[src/logic/fsb_pkg.sv]
// Shared constants and types for the fieldbus to serial image bridge
package fsb_pkg;

  ////////////////////////////////////////////////////////////////////////
  // Image geometry
  localparam int IMG_MAX     = 128;  // Bytes per image, both directions
  localparam int IN_HDR      = 3;    // Status bytes ahead of rx payload
  localparam int OUT_HDR     = 5;    // Setting bytes ahead of tx payload
  localparam int IN_PAY_MAX  = 125;  // Rx payload room in input image

  // Output image byte positions (zero based)
  localparam int OB_CMD  = 0;  // Command marker
  localparam int OB_CTRL = 1;  // Control bits
  localparam int OB_LEN  = 2;  // Output payload length
  localparam int OB_TMO  = 3;  // Receive gap timeout
  localparam int OB_FIX  = 4;  // Fixed receive length

  // Input image byte positions (zero based)
  localparam int IB_STATE = 0;
  localparam int IB_LEN   = 1;
  localparam int IB_CNT   = 2;

  // Control byte fields
  localparam int DIAG_CLR_POS = 0;
  localparam int CNT_CLR_POS  = 1;

  // Transfer state byte encodings
  localparam logic [7:0] XS_IDLE = 8'h00;
  localparam logic [7:0] XS_SEND = 8'h01;
  localparam logic [7:0] XS_COPY = 8'h02;

  // Reset values
  localparam logic [7:0] CMD_RST = 8'h00;  // Marker assumed before first image
  localparam logic [7:0] LEN_RST = 8'h00;  // Output length after reset

  ////////////////////////////////////////////////////////////////////////
  // Timing
  localparam int CLK_HZ       = 25_000_000;
  localparam int TMO_UNIT_MS  = 1;   // Base timeout unit in ms
  localparam int TMO_UNIT_X10 = 10;  // Coarse unit multiplier
  localparam int MS_CYC_DEF   = CLK_HZ / 1000 * TMO_UNIT_MS;
  localparam int CHAR_US      = 1042;  // One character time, in us
  localparam int CHAR_CYC_DEF = CHAR_US * (CLK_HZ / 1_000_000);
  localparam int POLL_MS      = 2;     // Host polling interval in ms
  localparam int POLL_CYC_DEF = POLL_MS * (CLK_HZ / 1000);

  ////////////////////////////////////////////////////////////////////////
  // Host register map (byte addresses)
  localparam logic [11:0] RA_CTRL   = 12'h000;  // Run, image sizes
  localparam logic [11:0] RA_STAT   = 12'h004;  // Cycle count, busy
  localparam logic [11:0] RA_OUTIMG = 12'h100;  // Output image, 32 words
  localparam logic [11:0] RA_INIMG  = 12'h200;  // Input image, 32 words
  localparam int CTRL_RUN_POS  = 0;
  localparam int CTRL_OLEN_LSB = 8;
  localparam int CTRL_ILEN_LSB = 16;

  ////////////////////////////////////////////////////////////////////////
  // State types
  typedef enum logic [1:0] {DS_IDLE, DS_SEND, DS_COPY} fsb_dev_st_t;
  typedef enum logic [1:0] {HS_WAIT, HS_OUT, HS_IN} fsb_host_st_t;

  // Smaller of two byte counts
  function automatic logic [7:0] min8(input logic [7:0] a, input logic [7:0] b);
    min8 = (a < b) ? a : b;
  endfunction

endpackage

[src/logic/fsb_if.sv]
// Cyclic image exchange link between fieldbus master and bridge
`timescale 1ns/1ns
interface fsb_if;
  logic       ob_valid;  // Output image byte strobe
  logic [7:0] ob_data;   // Output image byte, index 0 first
  logic       ob_last;   // Marks last byte of the output image
  logic       ib_rd;     // Input image byte read request
  logic [6:0] ib_idx;    // Input image byte index
  logic [7:0] ib_data;   // Input image byte answer
  logic       ib_valid;  // Answer strobe, one cycle after request

  modport dev  (input ob_valid, ob_data, ob_last, ib_rd, ib_idx,
                output ib_data, ib_valid);
  modport host (output ob_valid, ob_data, ob_last, ib_rd, ib_idx,
                input ib_data, ib_valid);
endinterface

[src/logic/fsb_dev.sv]
// Bridge end: fieldbus slave images to serial byte stream
//
// Function
// - Master polls every interval, resending unchanged data
// - Master puts a marker byte first
// - Changed first byte means new; send immediately
// - Same first byte: send nothing serially
// - Images limited to 128 bytes each
// - Input image starts with three status bytes
// - State byte: 0 idle, 1 send, 2 copy
// - Rx data fills input bytes 4 to 128
// - Length byte counts bytes moved from rx buffer
// - Short input image truncates packet for master
// - Counter byte increments once per copied packet
// - Input payload holds until next packet copied
// - Master checks counter to spot new data
// - Status header prefixes each packet for master
// - Five setting bytes, payload from byte 6
// - Output length resets to zero, resent always
// - Always a slave on the fieldbus
// - Local master: send request, capture response
// - Listener: capture every serial message
// - Control bits clear diagnostics and counter
// - Send min of length byte and payload
// - Rx gap beyond timeout ends message
// - Fixed mode waits for full byte count
//
// Register access over APB and the address map were decided locally.
`timescale 1ns/1ns
module fsb_dev #(
  parameter int MS_CYC   = fsb_pkg::MS_CYC_DEF,   // Cycles per millisecond
  parameter int CHAR_CYC = fsb_pkg::CHAR_CYC_DEF  // Cycles per character
) (
  input  wire logic       CLK_SYS_I,    // System clock
  input  wire logic       RST_I,        // Synchronous reset
  fsb_if.dev              FB,           // Image link, slave role only
  output logic [7:0]      TX_DATA_O,    // Serial transmit byte
  output logic            TX_VALID_O,   // Transmit byte valid
  input  wire logic       TX_READY_I,   // Serial port takes byte
  input  wire logic [7:0] RX_DATA_I,    // Serial receive byte
  input  wire logic       RX_VALID_I,   // Receive byte strobe
  input  wire logic       LISTEN_I,     // 1 passive listener, 0 local master
  input  wire logic       FIX_EN_I,     // Fixed receive length mode
  input  wire logic       TMO_10MS_I,   // Timeout unit 10 ms, else 1 ms
  output logic            DIAG_CLR_O    // Diagnostic clear pulse
);

  ////////////////////////////////////////////////////////////////////////
  // Storage; this end only answers reads and never polls
  logic [7:0] out_mem [fsb_pkg::IMG_MAX];     // Output image copy
  logic [7:0] in_mem  [fsb_pkg::IMG_MAX];     // Input image payload part
  logic [7:0] rx_mem  [fsb_pkg::IN_PAY_MAX];  // Serial receive buffer

  fsb_pkg::fsb_dev_st_t st_r;  // Transfer state

  // Output image intake
  logic [7:0] ob_cnt_r;    // Bytes taken in current image
  logic       skip_r;      // Image arrived while sending
  logic       done_r;      // Image complete, settle one cycle
  logic [7:0] img_len_r;   // Size of last complete image
  logic [7:0] prev_cmd_r;  // Marker of last accepted command
  logic       pend_r;      // New command waiting for send
  // Latched settings
  logic [7:0] len_r;       // Output payload length
  logic [7:0] tmo_r;       // Receive timeout
  logic [7:0] fix_r;       // Fixed receive length
  // Transmit
  logic [6:0] tx_idx_r;    // Payload byte being sent
  logic [7:0] tx_len_r;    // Bytes to send
  logic       await_r;     // Local master expects a reply
  // Receive and status
  logic [6:0] rx_cnt_r;    // Bytes buffered
  logic [6:0] cp_idx_r;    // Copy position
  logic [7:0] st_len_r;    // Status length byte
  logic [7:0] st_cnt_r;    // Status counter byte
  logic       cnt_clr;     // Counter clear request
  // Gap timing
  logic [23:0] ms_cnt_r;   // Millisecond divider
  logic [3:0]  dec_cnt_r;  // Tens divider
  logic        unit_tick;  // One timeout unit elapsed
  logic [7:0]  gap_r;      // Unit ticks since last rx byte
  logic [23:0] chr_cnt_r;  // Cycles since last rx byte
  logic        rx_en;      // Receive window open
  logic        msg_end;    // Buffered message complete
  logic        tx_start;   // Begin serial send
  logic [7:0]  pay_room;   // Payload bytes the image holds

  ////////////////////////////////////////////////////////////////////////
  // Take output image bytes; marker compared one cycle after last byte
  always_ff @(posedge CLK_SYS_I) begin
    if (RST_I) begin
      ob_cnt_r  <= 8'h00;
      skip_r    <= 1'b0;
      done_r    <= 1'b0;
      img_len_r <= 8'h00;
    end else begin
      done_r <= 1'b0;
      if (FB.ob_valid) begin
        // Payload must not change under an active send
        if (ob_cnt_r == 8'h00) begin
          skip_r <= (st_r == fsb_pkg::DS_SEND);
        end
        // Bytes past 128 are ignored
        if (ob_cnt_r < 8'(fsb_pkg::IMG_MAX)) begin
          ob_cnt_r <= ob_cnt_r + 8'h01;
        end
        if (FB.ob_last) begin
          ob_cnt_r  <= 8'h00;
          img_len_r <= fsb_pkg::min8(ob_cnt_r + 8'h01, 8'(fsb_pkg::IMG_MAX));
          done_r    <= 1'b1;
        end
      end
    end
  end

  // Image memory write, blocked while sending
  always_ff @(posedge CLK_SYS_I) begin
    if (FB.ob_valid && ob_cnt_r < 8'(fsb_pkg::IMG_MAX)
        && !(ob_cnt_r == 8'h00 ? st_r == fsb_pkg::DS_SEND : skip_r)) begin
      out_mem[ob_cnt_r[6:0]] <= FB.ob_data;
    end
  end

  ////////////////////////////////////////////////////////////////////////
  // Settings and marker check; images resent every poll are dropped
  // when the marker repeats, so a skipped image returns next poll
  always_ff @(posedge CLK_SYS_I) begin
    if (RST_I) begin
      prev_cmd_r <= fsb_pkg::CMD_RST;
      pend_r     <= 1'b0;
      len_r      <= fsb_pkg::LEN_RST;
      tmo_r      <= 8'h00;
      fix_r      <= 8'h00;
      DIAG_CLR_O <= 1'b0;
    end else begin
      DIAG_CLR_O <= 1'b0;
      if (tx_start) begin
        pend_r <= 1'b0;
      end
      if (done_r && !skip_r && img_len_r > 8'(fsb_pkg::OB_FIX)) begin
        // Receive behaviour follows every telegram not skipped, new marker or not
        tmo_r <= out_mem[fsb_pkg::OB_TMO];
        fix_r <= out_mem[fsb_pkg::OB_FIX];
        if (out_mem[fsb_pkg::OB_CMD] != prev_cmd_r) begin
          prev_cmd_r <= out_mem[fsb_pkg::OB_CMD];
          pend_r     <= 1'b1;
          len_r      <= out_mem[fsb_pkg::OB_LEN];
          DIAG_CLR_O <= out_mem[fsb_pkg::OB_CTRL][fsb_pkg::DIAG_CLR_POS];
        end
        // Same marker: nothing forwarded
      end
    end
  end

  // Counter clear rides on a new command
  assign cnt_clr = done_r && !skip_r && img_len_r > 8'(fsb_pkg::OB_FIX)
                   && out_mem[fsb_pkg::OB_CMD] != prev_cmd_r
                   && out_mem[fsb_pkg::OB_CTRL][fsb_pkg::CNT_CLR_POS];

  ////////////////////////////////////////////////////////////////////////
  // Send length: length byte, capped by payload in the image
  assign pay_room = img_len_r - 8'(fsb_pkg::OUT_HDR);
  assign tx_start = (st_r == fsb_pkg::DS_IDLE) && pend_r;

  // Main state: send has priority over copy
  always_ff @(posedge CLK_SYS_I) begin
    if (RST_I) begin
      st_r       <= fsb_pkg::DS_IDLE;
      TX_VALID_O <= 1'b0;
      TX_DATA_O  <= 8'h00;
      tx_idx_r   <= 7'h00;
      tx_len_r   <= 8'h00;
      await_r    <= 1'b0;
      cp_idx_r   <= 7'h00;
    end else begin
      case (st_r)
        fsb_pkg::DS_IDLE: begin
          if (tx_start) begin
            tx_len_r <= fsb_pkg::min8(len_r, pay_room);
            if (fsb_pkg::min8(len_r, pay_room) != 8'h00) begin
              st_r       <= fsb_pkg::DS_SEND;
              TX_VALID_O <= 1'b1;
              TX_DATA_O  <= out_mem[fsb_pkg::OUT_HDR];
              tx_idx_r   <= 7'h00;
            end
          end else if (msg_end) begin
            st_r     <= fsb_pkg::DS_COPY;
            cp_idx_r <= 7'h00;
          end
        end
        fsb_pkg::DS_SEND: begin
          if (TX_READY_I) begin
            if ({1'b0, tx_idx_r} == tx_len_r - 8'h01) begin
              TX_VALID_O <= 1'b0;
              st_r       <= fsb_pkg::DS_IDLE;
              await_r    <= 1'b1;
            end else begin
              tx_idx_r  <= tx_idx_r + 7'h01;
              TX_DATA_O <= out_mem[7'(fsb_pkg::OUT_HDR) + tx_idx_r + 7'h01];
            end
          end
        end
        fsb_pkg::DS_COPY: begin
          // One byte per cycle into bytes 4 onward
          if (cp_idx_r == rx_cnt_r - 7'h01) begin
            st_r    <= fsb_pkg::DS_IDLE;
            await_r <= 1'b0;
          end else begin
            cp_idx_r <= cp_idx_r + 7'h01;
          end
        end
        default: begin
          st_r <= fsb_pkg::DS_IDLE;
        end
      endcase
    end
  end

  // Copy path into the input image
  always_ff @(posedge CLK_SYS_I) begin
    if (st_r == fsb_pkg::DS_COPY) begin
      in_mem[7'(fsb_pkg::IN_HDR) + cp_idx_r] <= rx_mem[cp_idx_r];
    end
  end

  ////////////////////////////////////////////////////////////////////////
  // Status length and counter change when a packet lands; a clear request also zeroes the counter
  always_ff @(posedge CLK_SYS_I) begin
    if (RST_I) begin
      st_len_r <= 8'h00;
      st_cnt_r <= 8'h00;
    end else begin
      if (st_r == fsb_pkg::DS_COPY && cp_idx_r == rx_cnt_r - 7'h01) begin
        st_len_r <= {1'b0, rx_cnt_r};
        // Clear and increment together leave one
        st_cnt_r <= cnt_clr ? 8'h01 : st_cnt_r + 8'h01;
      end else if (cnt_clr) begin
        st_cnt_r <= 8'h00;
      end
    end
  end

  ////////////////////////////////////////////////////////////////////////
  // Receive: a listener always hears, a local master only after a request
  assign rx_en = LISTEN_I || await_r;

  // Buffer bytes; bytes arriving during a copy are lost, a short limit
  // traded for a single buffer
  always_ff @(posedge CLK_SYS_I) begin
    if (RST_I) begin
      rx_cnt_r <= 7'h00;
    end else if (st_r == fsb_pkg::DS_COPY && cp_idx_r == rx_cnt_r - 7'h01) begin
      rx_cnt_r <= 7'h00;
    end else if (RX_VALID_I && rx_en && st_r != fsb_pkg::DS_COPY
                 && rx_cnt_r < 7'(fsb_pkg::IN_PAY_MAX)) begin
      rx_cnt_r <= rx_cnt_r + 7'h01;
    end
  end

  // Rx buffer write
  always_ff @(posedge CLK_SYS_I) begin
    if (RX_VALID_I && rx_en && st_r != fsb_pkg::DS_COPY
        && rx_cnt_r < 7'(fsb_pkg::IN_PAY_MAX)) begin
      rx_mem[rx_cnt_r] <= RX_DATA_I;
    end
  end

  ////////////////////////////////////////////////////////////////////////
  // Timeout unit divider, free running
  always_ff @(posedge CLK_SYS_I) begin
    if (RST_I) begin
      ms_cnt_r  <= 24'h000000;
      dec_cnt_r <= 4'h0;
    end else if (ms_cnt_r == 24'(MS_CYC - 1)) begin
      ms_cnt_r  <= 24'h000000;
      dec_cnt_r <= (dec_cnt_r == 4'(fsb_pkg::TMO_UNIT_X10 - 1)) ? 4'h0 : dec_cnt_r + 4'h1;
    end else begin
      ms_cnt_r <= ms_cnt_r + 24'h000001;
    end
  end

  assign unit_tick = (ms_cnt_r == 24'(MS_CYC - 1))
                     && (!TMO_10MS_I || dec_cnt_r == 4'(fsb_pkg::TMO_UNIT_X10 - 1));

  // Silence timers restart on every received byte
  always_ff @(posedge CLK_SYS_I) begin
    if (RST_I || RX_VALID_I) begin
      gap_r     <= 8'h00;
      chr_cnt_r <= 24'h000000;
    end else begin
      if (unit_tick && gap_r != 8'hff) begin
        gap_r <= gap_r + 8'h01;
      end
      if (chr_cnt_r != 24'hffffff) begin
        chr_cnt_r <= chr_cnt_r + 24'h000001;
      end
    end
  end

  // End of message; first unit may be partial, so gap is tmo to tmo+1
  assign msg_end = (rx_cnt_r != 7'h00) && (FIX_EN_I
                   ? (fix_r != 8'h00 && {1'b0, rx_cnt_r} >= fix_r)
                   : (tmo_r == 8'h00 ? chr_cnt_r >= 24'(CHAR_CYC)
                                     : gap_r > tmo_r));

  ////////////////////////////////////////////////////////////////////////
  // Input image read port; header ahead of payload
  always_ff @(posedge CLK_SYS_I) begin
    if (RST_I) begin
      FB.ib_valid <= 1'b0;
      FB.ib_data  <= 8'h00;
    end else begin
      FB.ib_valid <= FB.ib_rd;
      if (FB.ib_rd) begin
        case (FB.ib_idx)
          7'(fsb_pkg::IB_STATE): begin
            case (st_r)
              fsb_pkg::DS_SEND: FB.ib_data <= fsb_pkg::XS_SEND;
              fsb_pkg::DS_COPY: FB.ib_data <= fsb_pkg::XS_COPY;
              default:          FB.ib_data <= fsb_pkg::XS_IDLE;
            endcase
          end
          7'(fsb_pkg::IB_LEN): FB.ib_data <= st_len_r;
          7'(fsb_pkg::IB_CNT): FB.ib_data <= st_cnt_r;
          // Payload stays put until the next copy
          default: FB.ib_data <= in_mem[FB.ib_idx];
        endcase
      end
    end
  end

endmodule

[src/flat_wrapper.sv]
// flat-port wrapper written by rule: the top's interface ports become plain ports
module fsb_dev_flat 
#(
  parameter int MS_CYC   = fsb_pkg::MS_CYC_DEF,                            
  parameter int CHAR_CYC = fsb_pkg::CHAR_CYC_DEF                         
)
  (CLK_SYS_I, RST_I, TX_DATA_O, TX_VALID_O, TX_READY_I, RX_DATA_I, RX_VALID_I, LISTEN_I, FIX_EN_I, TMO_10MS_I, DIAG_CLR_O, FB_ob_valid, FB_ob_data, FB_ob_last, FB_ib_rd, FB_ib_idx, FB_ib_data, FB_ib_valid);
  fsb_if FB_i ();
  input  wire logic CLK_SYS_I;
  input  wire logic RST_I;
  output logic [7:0] TX_DATA_O;
  output logic TX_VALID_O;
  input  wire logic TX_READY_I;
  input  wire logic [7:0] RX_DATA_I;
  input  wire logic RX_VALID_I;
  input  wire logic LISTEN_I;
  input  wire logic FIX_EN_I;
  input  wire logic TMO_10MS_I;
  output logic DIAG_CLR_O;
  input wire logic [$bits(FB_i.ob_valid)-1:0] FB_ob_valid;
  input wire logic [$bits(FB_i.ob_data)-1:0] FB_ob_data;
  input wire logic [$bits(FB_i.ob_last)-1:0] FB_ob_last;
  input wire logic [$bits(FB_i.ib_rd)-1:0] FB_ib_rd;
  input wire logic [$bits(FB_i.ib_idx)-1:0] FB_ib_idx;
  output wire logic [$bits(FB_i.ib_data)-1:0] FB_ib_data;
  output wire logic [$bits(FB_i.ib_valid)-1:0] FB_ib_valid;
  assign FB_i.ob_valid = FB_ob_valid;
  assign FB_i.ob_data = FB_ob_data;
  assign FB_i.ob_last = FB_ob_last;
  assign FB_i.ib_rd = FB_ib_rd;
  assign FB_i.ib_idx = FB_ib_idx;
  assign FB_ib_data = FB_i.ib_data;
  assign FB_ib_valid = FB_i.ib_valid;
  fsb_dev #(.MS_CYC(MS_CYC), .CHAR_CYC(CHAR_CYC)) u_core (.CLK_SYS_I(CLK_SYS_I), .RST_I(RST_I), .FB(FB_i), .TX_DATA_O(TX_DATA_O), .TX_VALID_O(TX_VALID_O), .TX_READY_I(TX_READY_I), .RX_DATA_I(RX_DATA_I), .RX_VALID_I(RX_VALID_I), .LISTEN_I(LISTEN_I), .FIX_EN_I(FIX_EN_I), .TMO_10MS_I(TMO_10MS_I), .DIAG_CLR_O(DIAG_CLR_O));
endmodule
[config.mk]
export PLATFORM = sky130hd
export DESIGN_NAME = fsb_dev_flat
export DESIGN_NICKNAME = d
export VERILOG_FILES = /design/src/logic/fsb_pkg.sv /design/src/logic/fsb_if.sv /design/src/logic/fsb_dev.sv /design/src/flat_wrapper.sv
export SDC_FILE = /design/constraint.sdc
export NUM_CORES = 2
export LEC_CHECK = 0
export CORE_ASPECT_RATIO = 0.7
export CORE_MARGIN = 1
export CORE_UTILIZATION = 45
export CTS_BUF_LIST = sky130_fd_sc_hd__clkbuf_2
export DETAILED_ROUTE_END_ITERATION = 16
export DONT_BUFFER_PORTS = 1
export PLACE_DENSITY_LB_ADDON = 0.08
export SYNTH_ARGS = -nofsm -noshare
export SYNTH_HDL_FRONTEND = slang
export SYNTH_SLANG_ARGS = --single-unit
[constraint.sdc]
create_clock -name CLK_SYS_I -period 6.6 [get_ports CLK_SYS_I]
set_clock_uncertainty 0.15 [all_clocks]
set_input_delay 0.33 -clock CLK_SYS_I [delete_from_list [all_inputs] [get_ports CLK_SYS_I]]
set_output_delay 0.33 -clock CLK_SYS_I [all_outputs]
set_load 0.01 [all_outputs]
Word level (Yosys, flattened, before mapping)
Memories as Yosys holds them, arrays and structs flattened. A register that Yosys moved wholly into a read port is not among the register bits.
Index checks and enable logic that the tools add are counted.
{ "totals": {"input_bits": 33, "wordCells": 176, "n_memories": 3, "mem_bits_rw": 3048, "ff_bits": 153, "output_inout_bits": 19} }
{ "op_classes": {"order_cmp": 8, "n_mux": 55, "n_eq_ne": 23, "n_reduce_logical": 46, "add_sub_neg": 15, "bitwise_logic": 3} }
{ "memory_table": {"columns": ["memory", "words", "word_bits", "read_ports", "rd_clocked_by_memory_dff", "write_ports", "line", "text"], "rows": [
  ["u_core.in_mem", 128, 8, 1, 0, 1, "fsb_dev.sv:51", "logic [7:0] in_mem [fsb_pkg::IMG_MAX];"],
  ["u_core.out_mem", 128, 8, 7, 3, 1, "fsb_dev.sv:50", "logic [7:0] out_mem [fsb_pkg::IMG_MAX];"],
  ["u_core.rx_mem", 125, 8, 1, 1, 1, "fsb_dev.sv:52", "logic [7:0] rx_mem [fsb_pkg::IN_PAY_MAX];"]
]} }
{ "ops": {"columns": ["cell", "n"], "rows": [
  ["two-way mux 8 bit", 11],
  ["two-way mux 7 bit", 9],
  ["adder 24 x 1 -> 24 bit, second input constant", 2],
  ["adder 7 x 1 -> 7 bit, second input constant", 4],
  ["case mux 7 bit (2 select lines)", 2],
  ["adder 8 x 1 -> 8 bit, second input constant", 3],
  ["equality test 24 x 15 -> 1 bit, second input constant", 1],
  ["greater-or-equal comparator 24 x 15 -> 1 bit, second input constant", 1],
  ["!= test 24 bit, second input constant", 1],
  ["case mux 8 bit (3 select lines)", 1],
  ["two-way mux 1 bit", 20],
  ["zero test 8 bit", 2],
  ["less-than comparator 8 bit, second input constant", 2],
  ["case mux 8 bit (2 select lines)", 1],
  ["nonzero test 8 bit", 2],
  ["logical AND 1 bit", 15],
  ["AND reduction 5 bit", 3],
  ["!= test 2 bit, second input constant", 7],
  ["two-way mux 2 bit", 6],
  ["nonzero test 2 bit", 5],
  ["equality test 7 x 8 -> 1 bit", 1],
  ["greater-or-equal comparator 7 x 8 -> 1 bit", 1],
  ["greater-than comparator 8 x 3 -> 1 bit, second input constant", 1],
  ["greater-than comparator 8 bit", 1],
  ["other kinds (33)", 48]
]} }

Depth between registers and ports, before layout
{ "depth": {"ltp_word": 9, "depth_mapped": 15, "depth_no_buf": 13} }

Least setup slack after synthesis
No wires, ideal clock.
{ "synth_path": {"path_kind": "flip-flop to flip-flop", "from": "register (tool-made name)", "to": "memory u_core.in_mem[0][0], data pin", "required_ps": 6010, "path_stages_with_launch": 8, "setup_slack_ps": 2670, "path_buffers": 3, "t_arrival_ps": 3340, "synth_period_minus_slack_ps": 3930, "setup_ps": 440, "path_cell_list": "dfxtp_1 > clkbuf_1 > clkbuf_1 > buf_1 > mux4_2 > mux4_2 > mux4_2 > mux2_2"} }
{ "synth_lines": {"columns": ["element", "line"], "rows": [
  ["end: declaration", "fsb_dev.sv:51"]
]} }

Worst setup path after layout
{ "layout_path": {"from": "input port FB_ib_idx[0]", "to": "register u_core.FB.ib_data[3]"} }
{ "layout_via": {"elab_chain_cells": 2, "elab_cells_between_ends": 5, "cone_classes": "eq/ne: 2; mux: 1; reduce/logical: 1; memory: 1"} }
{ "layout_rtl": {"columns": ["element", "line", "text"], "rows": [
  ["start: declaration", "flat_wrapper.sv:24", "input wire logic [$bits(FB_i.ib_idx)-1:0] FB_ib_idx;"],
  ["memory (128 x 8 bit) (tied with other cells)", null, null],
  ["case mux 8 bit (3 select lines) (*)", "fsb_dev.sv:315", "case (FB.ib_idx)"],
  ["end signal: assignment", "fsb_dev.sv:318", "fsb_pkg::DS_SEND: FB.ib_data <= fsb_pkg::XS_SEND;"],
  ["end signal: assignment", "fsb_dev.sv:319", "fsb_pkg::DS_COPY: FB.ib_data <= fsb_pkg::XS_COPY;"],
  ["end signal: assignment", "fsb_dev.sv:320", "default: FB.ib_data <= fsb_pkg::XS_IDLE;"],
  ["end: declaration", "fsb_if.sv:13", "output ib_data, ib_valid);"]
]} }
Mark *: on every way between the ends. The rest lies on a longest branch, timed or not.
A chain may end at the register's enable or synchronous reset.

==> results.md <==
- The flow ran to the end, and the final reports show no timing, DRC or antenna violations.
- In the final design database the tool counted 6977 nets.
- The areal power density over the cells is 260 nW/um2.
- The sort of element at the start of the critical path is a primary input.
- The normalized max-slew margin is 5.89%.
- Data arrives at the worst endpoint at 6.98 ns.
- The worst flop-to-flop path startpoint is u_core.in_mem[32][3].
- The area occupied by registers is 95200 um2.
- The xor and xnor fraction of the mapped netlist area is 0.757%.
- The clock-pin slew of the registers on the worst-case setup and hold paths is 0.11 ns.
- The final period demand of the worst path is 5.42 ns.
- At the end of routability-driven placement, the weighted congestion stood at 0.845.
- The cell with the biggest individual delay on the critical path is sky130_fd_sc_hd__dlygate4sd3_1.
- The achievable frequency is 184 MHz.
- No sink is reached through more buffers than the 4 on the longest clock path.
- Final hold analysis gives a worst-case slack of 0.265 ns.
- The dominant delay contributor by cell family on the critical path is buffers and inverters.
- For this run the aggregate overflow at the end of global routing stands at 0.
- Traced cell by cell, the critical path runs through dlygate4sd3_1 -> buf_16 -> buf_16 -> mux4_2 -> mux4_2 -> dlygate4sd3_1 -> nor2_1 -> nand2_1 -> dlygate4sd3_1 -> o21ai_0 -> dlygate4sd3_1 -> a31oi_1 -> dlygate4sd3_1 -> dlygate4sd3_1.
- The routed layout has 65.9k vias.
- The clock latency on the worst-skew pair is 1.86 ns.
- Setup repair after global routing left no endpoint under its margin.
- The placed instances occupy a cell area of 131000 um2.
- When the netlist entered floorplanning its net count stood at 6313.
- For the final routed database, the setup TNS stands at 0 ns.
- The standard cell core area is 280000 um2.
- In this design, the stage delay of the slowest critical-path cell is 0.70 ns.
- The tool flagged a number of max-cap violations equal to 0.
- CTS placed an instance of sky130_fd_sc_hd__clkbuf_2 at the clock tree root.
- In this run the vertical extent of the chip is 447 um.
- The final cycle utilization of the critical path is 82.2%.
- The sequential fraction of the synthesis area is 74.9%.
- The area growth from synthesis to layout is 10.4%.
- By area, the combinational part of the netlist is dominated by multiplexers.
- The worst hold path class is primary input to flip-flop.
- The total number of placement rows is 162.
- Once the floorplan was initialized, standard cells occupied 45.5% of the core.
- The setup path with the least slack is of type primary input to flip-flop.
- Along the worst path, the maximum fanout reaches 97.
- The top cell types in the final layout, fill and taps aside, are sky130_fd_sc_hd__edfxtp_1 (3048), sky130_fd_sc_hd__clkbuf_2 (1099), sky130_fd_sc_hd__mux4_2 (901), sky130_fd_sc_hd__nor2_1 (583), sky130_fd_sc_hd__nand2_1 (185).
- Summing all multi-input logic gate instances after layout gives 30400 um2.
- The number of buffers and inverters on the critical path is 8.
- Cells with a size suffix above 1 make up 30.1% of the layout.
- The most frequent cell on the critical path is sky130_fd_sc_hd__dlygate4sd3_1.
- The launch point of the worst hold path is FB_ob_data[0].
- The maximum number of pins on one net before global-route repair is 209.
- STA puts the critical path data required time at 8.15 ns.
- The die covers 285000 um2.
- The primary flip-flop cell chosen by synthesis mapping is sky130_fd_sc_hd__edfxtp_1.
- The finished cells cover 140000 um2.
- Summing the areas of all and, or, nand and nor instances in the mapped netlist gives 3.82% of the synthesized area.
- The launch point of the worst path is FB_ib_idx[0].
- The maximum ir drop on the vdd rail is 0.141 mV.
- The die is 637 um wide.
- The detailed router put a total of 154000 um of wire on met1.
- In this run, the number of DRC markers left after iteration 0 of detailed routing was 7216.
- The count of pins over their slew limit is 0.
- For this run, design rule violations remaining after detail routing come to 0.
- In this run, synthesis produced a sequential element count of 3232.
- The post-cts gate resize count is 0.
- The synthesized netlist occupies a cell area of 127000 um2.
- The measured slew at the worst slew-check pin is 1.41 ns.
- The analysis attributes to cell leakage a power of 43.7 nW.
- The H-tree generated during clock tree synthesis spans 6 levels.
- Of the total synthesized cell area, the portion taken by full adders, half adders and majority gates is 0.384%.
- In this run the tool buffered the top-level ports with 0 buffer cells.
- The top layer used by detailed routing is met5.
- The mux share of post-synthesis cell area is 16.9%.
- The clock drives 3232 sinks.
- The count of nets left with antenna violations once routing finished came out at 0.
- The setup violation total in the final timing report is 0.
- The first TritonRoute pass finished after 6 iterations.
- The total global-route track usage is 23.6%.
- The number of endpoints with negative hold slack in the final report is 0.
- In the final routed layout, each cell accounts on average for 30.1 um.
- The number of global-route vias before repair is 66.2k.
- Summed over all layers, the routed wires come to 337000 um.
- The initial antenna violation count is 16.
- Summed over all nets, wire length on met2 after detailed routing comes to 142000 um.
- After detailed routing, the number of vias per cell comes to 5.89.
- TritonCTS built the clock tree.
- The synthesized netlist cell count is 6241.
- The proportion of synthesized flip-flops having asynchronous set or reset is 0%.
- The number of buffers added by the clock tree synthesis step is 752.
- Summing the areas of all compound-gate instances in the mapped netlist gives 1.97% of the synthesized area.
- The global-route wire length before repair is 481000 um.
- The wire length on met3 is 32900 um.
- STA classifies the critical path endpoint as a flip-flop.
- Fill cells in the final layout number 23.0k.
- The synthesized area per cell is 20.4 um2.
- Yosys mapped a number of flops with a built-in enable equal to 3048.
- The wire-length estimate of the detail-placed layout is 191000 um.
- The total of warnings raised by yosys is 0.
- The number of distinct library cells after synthesis is 83.
- The most frequent standard cell in the layout excluding fill and tap cells is sky130_fd_sc_hd__edfxtp_1.
- Pin placement for this block handled 52 I/O pins.
==> power breakdown <==
part	internal (W)	leakage [nW]	switching, W
clock	0.00488	5.17	0.00804
sequential	0.0224	28.9	0.0000316
combinational	0.000398	9.63	0.000773
total	0.0277	43.7	0.00885
==> through the flow <==
stage | worst slack [ns] | total power, W | util [%] | instances
finish | 1.18 | 0.0365 | 50.2 | 11200
global route | 1.11 | 0.0380 | 50.2 | 11200
CTS | 1.63 | 0.0369 | 50.2 | 11200
detailed placement | 1.78 | 0.0236 | 46.9 | 9670
global placement | 1.81 | 0.0236 | 46.9 | 9670
floorplan | 2.67 | 0.0234 | - | 6241
==> final timing paths <==
| kind | endpoint | slack [ns] | cells after the start |
|---|---|---|---|
| max | u_core.FB.ib_data[3] | 1.18 | 14 |
| min | u_core.out_mem[40][0] | 0.27 | 4 |
| max reg2reg | u_core.FB.ib_data[3] | 1.56 | 11 |
| min reg2reg | u_core.st_len_r[0] | 0.32 | 2 |
==> synthesized netlist by cell type, types with 4 or more instances <==
library cell | n | share of area, %
sky130_fd_sc_hd__mux2i_1 | 99 | 0.78
sky130_fd_sc_hd__nand4_1 | 35 | 0.17
sky130_fd_sc_hd__o2111ai_1 | 7 | 0.048
sky130_fd_sc_hd__nor4_1 | 29 | 0.14
sky130_fd_sc_hd__or2_2 | 5 | 0.025
sky130_fd_sc_hd__edfxtp_1 | 3048 | 72
sky130_fd_sc_hd__o21ai_0 | 53 | 0.21
sky130_fd_sc_hd__nand2_1 | 189 | 0.56
sky130_fd_sc_hd__and3_1 | 18 | 0.089
sky130_fd_sc_hd__nand3_1 | 72 | 0.28
sky130_fd_sc_hd__a22o_1 | 12 | 0.083
sky130_fd_sc_hd__or4_1 | 9 | 0.053
sky130_fd_sc_hd__and2_1 | 20 | 0.098
sky130_fd_sc_hd__a22oi_1 | 41 | 0.24
sky130_fd_sc_hd__clkbuf_1 | 180 | 0.53
sky130_fd_sc_hd__dfxtp_1 | 184 | 2.9
sky130_fd_sc_hd__xnor2_1 | 40 | 0.28
sky130_fd_sc_hd__ha_1 | 39 | 0.38
sky130_fd_sc_hd__a32o_1 | 9 | 0.071
sky130_fd_sc_hd__nor4b_1 | 4 | 0.028
sky130_fd_sc_hd__buf_1 | 38 | 0.11
sky130_fd_sc_hd__nor2_1 | 584 | 1.7
sky130_fd_sc_hd__buf_4 | 11 | 0.065
sky130_fd_sc_hd__and4_1 | 6 | 0.041
sky130_fd_sc_hd__o21a_1 | 6 | 0.035
sky130_fd_sc_hd__buf_2 | 107 | 0.42
sky130_fd_sc_hd__a221oi_1 | 6 | 0.041
sky130_fd_sc_hd__mux2_2 | 18 | 0.16
sky130_fd_sc_hd__nor3b_1 | 12 | 0.071
sky130_fd_sc_hd__xor2_1 | 68 | 0.47
sky130_fd_sc_hd__a211oi_1 | 31 | 0.18
sky130_fd_sc_hd__mux4_2 | 901 | 16
sky130_fd_sc_hd__inv_1 | 52 | 0.15
sky130_fd_sc_hd__a32oi_1 | 13 | 0.090
sky130_fd_sc_hd__nor2b_1 | 33 | 0.16
sky130_fd_sc_hd__a31oi_1 | 18 | 0.089
sky130_fd_sc_hd__nand2b_1 | 13 | 0.064
sky130_fd_sc_hd__or3_1 | 11 | 0.054
sky130_fd_sc_hd__a21oi_1 | 82 | 0.32
sky130_fd_sc_hd__a21o_1 | 4 | 0.024
sky130_fd_sc_hd__nor3_1 | 34 | 0.13
sky130_fd_sc_hd__o211ai_1 | 16 | 0.094
sky130_fd_sc_hd__o22ai_1 | 19 | 0.093
==> worst min-delay path, cell delays in order <==
cell and delay, ns:
sky130_fd_sc_hd__dlygate4sd3_1 0.55, sky130_fd_sc_hd__dlygate4sd3_1 0.66, sky130_fd_sc_hd__buf_16 0.17, sky130_fd_sc_hd__buf_16 0.28
==> kinds of logic (layout without fill, tap and decap cells) <==
| kind of cell | count (synthesis) | after routing |
|---|---|---|
| buffers and inverters | 392 | 1630 |
| AO/OA/AOI/OAI | 360 | 360 |
| AND/OR/NAND/NOR | 1091 | 1091 |
| adder cells (fa/ha/maj) | 39 | 39 |
| flip-flops | 3232 | 3232 |
| multiplexers | 1018 | 1018 |
| XOR/XNOR | 109 | 109 |
| other | 0 | 14 |
==> sequential cells by signal, indices dropped and copies added, names as in the netlist, 4 cells and up, named ones only <==
name               cells
u_core.gap_r           8
u_core.len_r           8
u_core.TX_DATA_O       8
u_core.cp_idx_r        7
u_core.img_len_r       8
u_core.dec_cnt_r       4
u_core.tx_idx_r        7
u_core.out_mem      1024
u_core.FB.ib_data      8
u_core.prev_cmd_r      8
u_core.chr_cnt_r      24
u_core.rx_mem       1000
u_core.fix_r           8
u_core.rx_cnt_r        7
u_core.ms_cnt_r       24
u_core.tmo_r           8
u_core.in_mem       1024
u_core.st_cnt_r        8
u_core.ob_cnt_r        8
u_core.st_len_r        7
u_core.tx_len_r        8
==> repair_timing <==
| action | in CTS | in global routing |
|---|---|---|
| setup endpoints to repair | 0 | 0 |
| endpoints found under the hold margin | 4232 | 2 |
| setup buffers | 0 | 0 |
| hold buffers | 169 | 1 |
==> layout make-up <==
| type | instances | share of cell area, % |
|---|---|---|
| Tap cell | 3690 | 3.29 |
| Sequential cell | 3232 | 67.9 |
| Clock inverter | 229 | 0.878 |
| Inverter | 53 | 0.142 |
| Antenna cell | 14 | 0.0250 |
| Clock buffer | 1099 | 3.92 |
| Multi-Input combinational cell | 2617 | 21.7 |
| Timing Repair Buffer | 249 | 2.23 |
==> per-layer routing <==
| layer | vias to the layer above | global-route usage [%] |
|---|---|---|
| met5 | - | 0.0338 |
| met4 | 6 | 6.20 |
| met3 | 527 | 7.44 |
| met2 | 2983 | 32.5 |
| met1 | 34800 | 36.1 |
| li1 | 27500 | - |
Power figures use the tool's default switching activity.
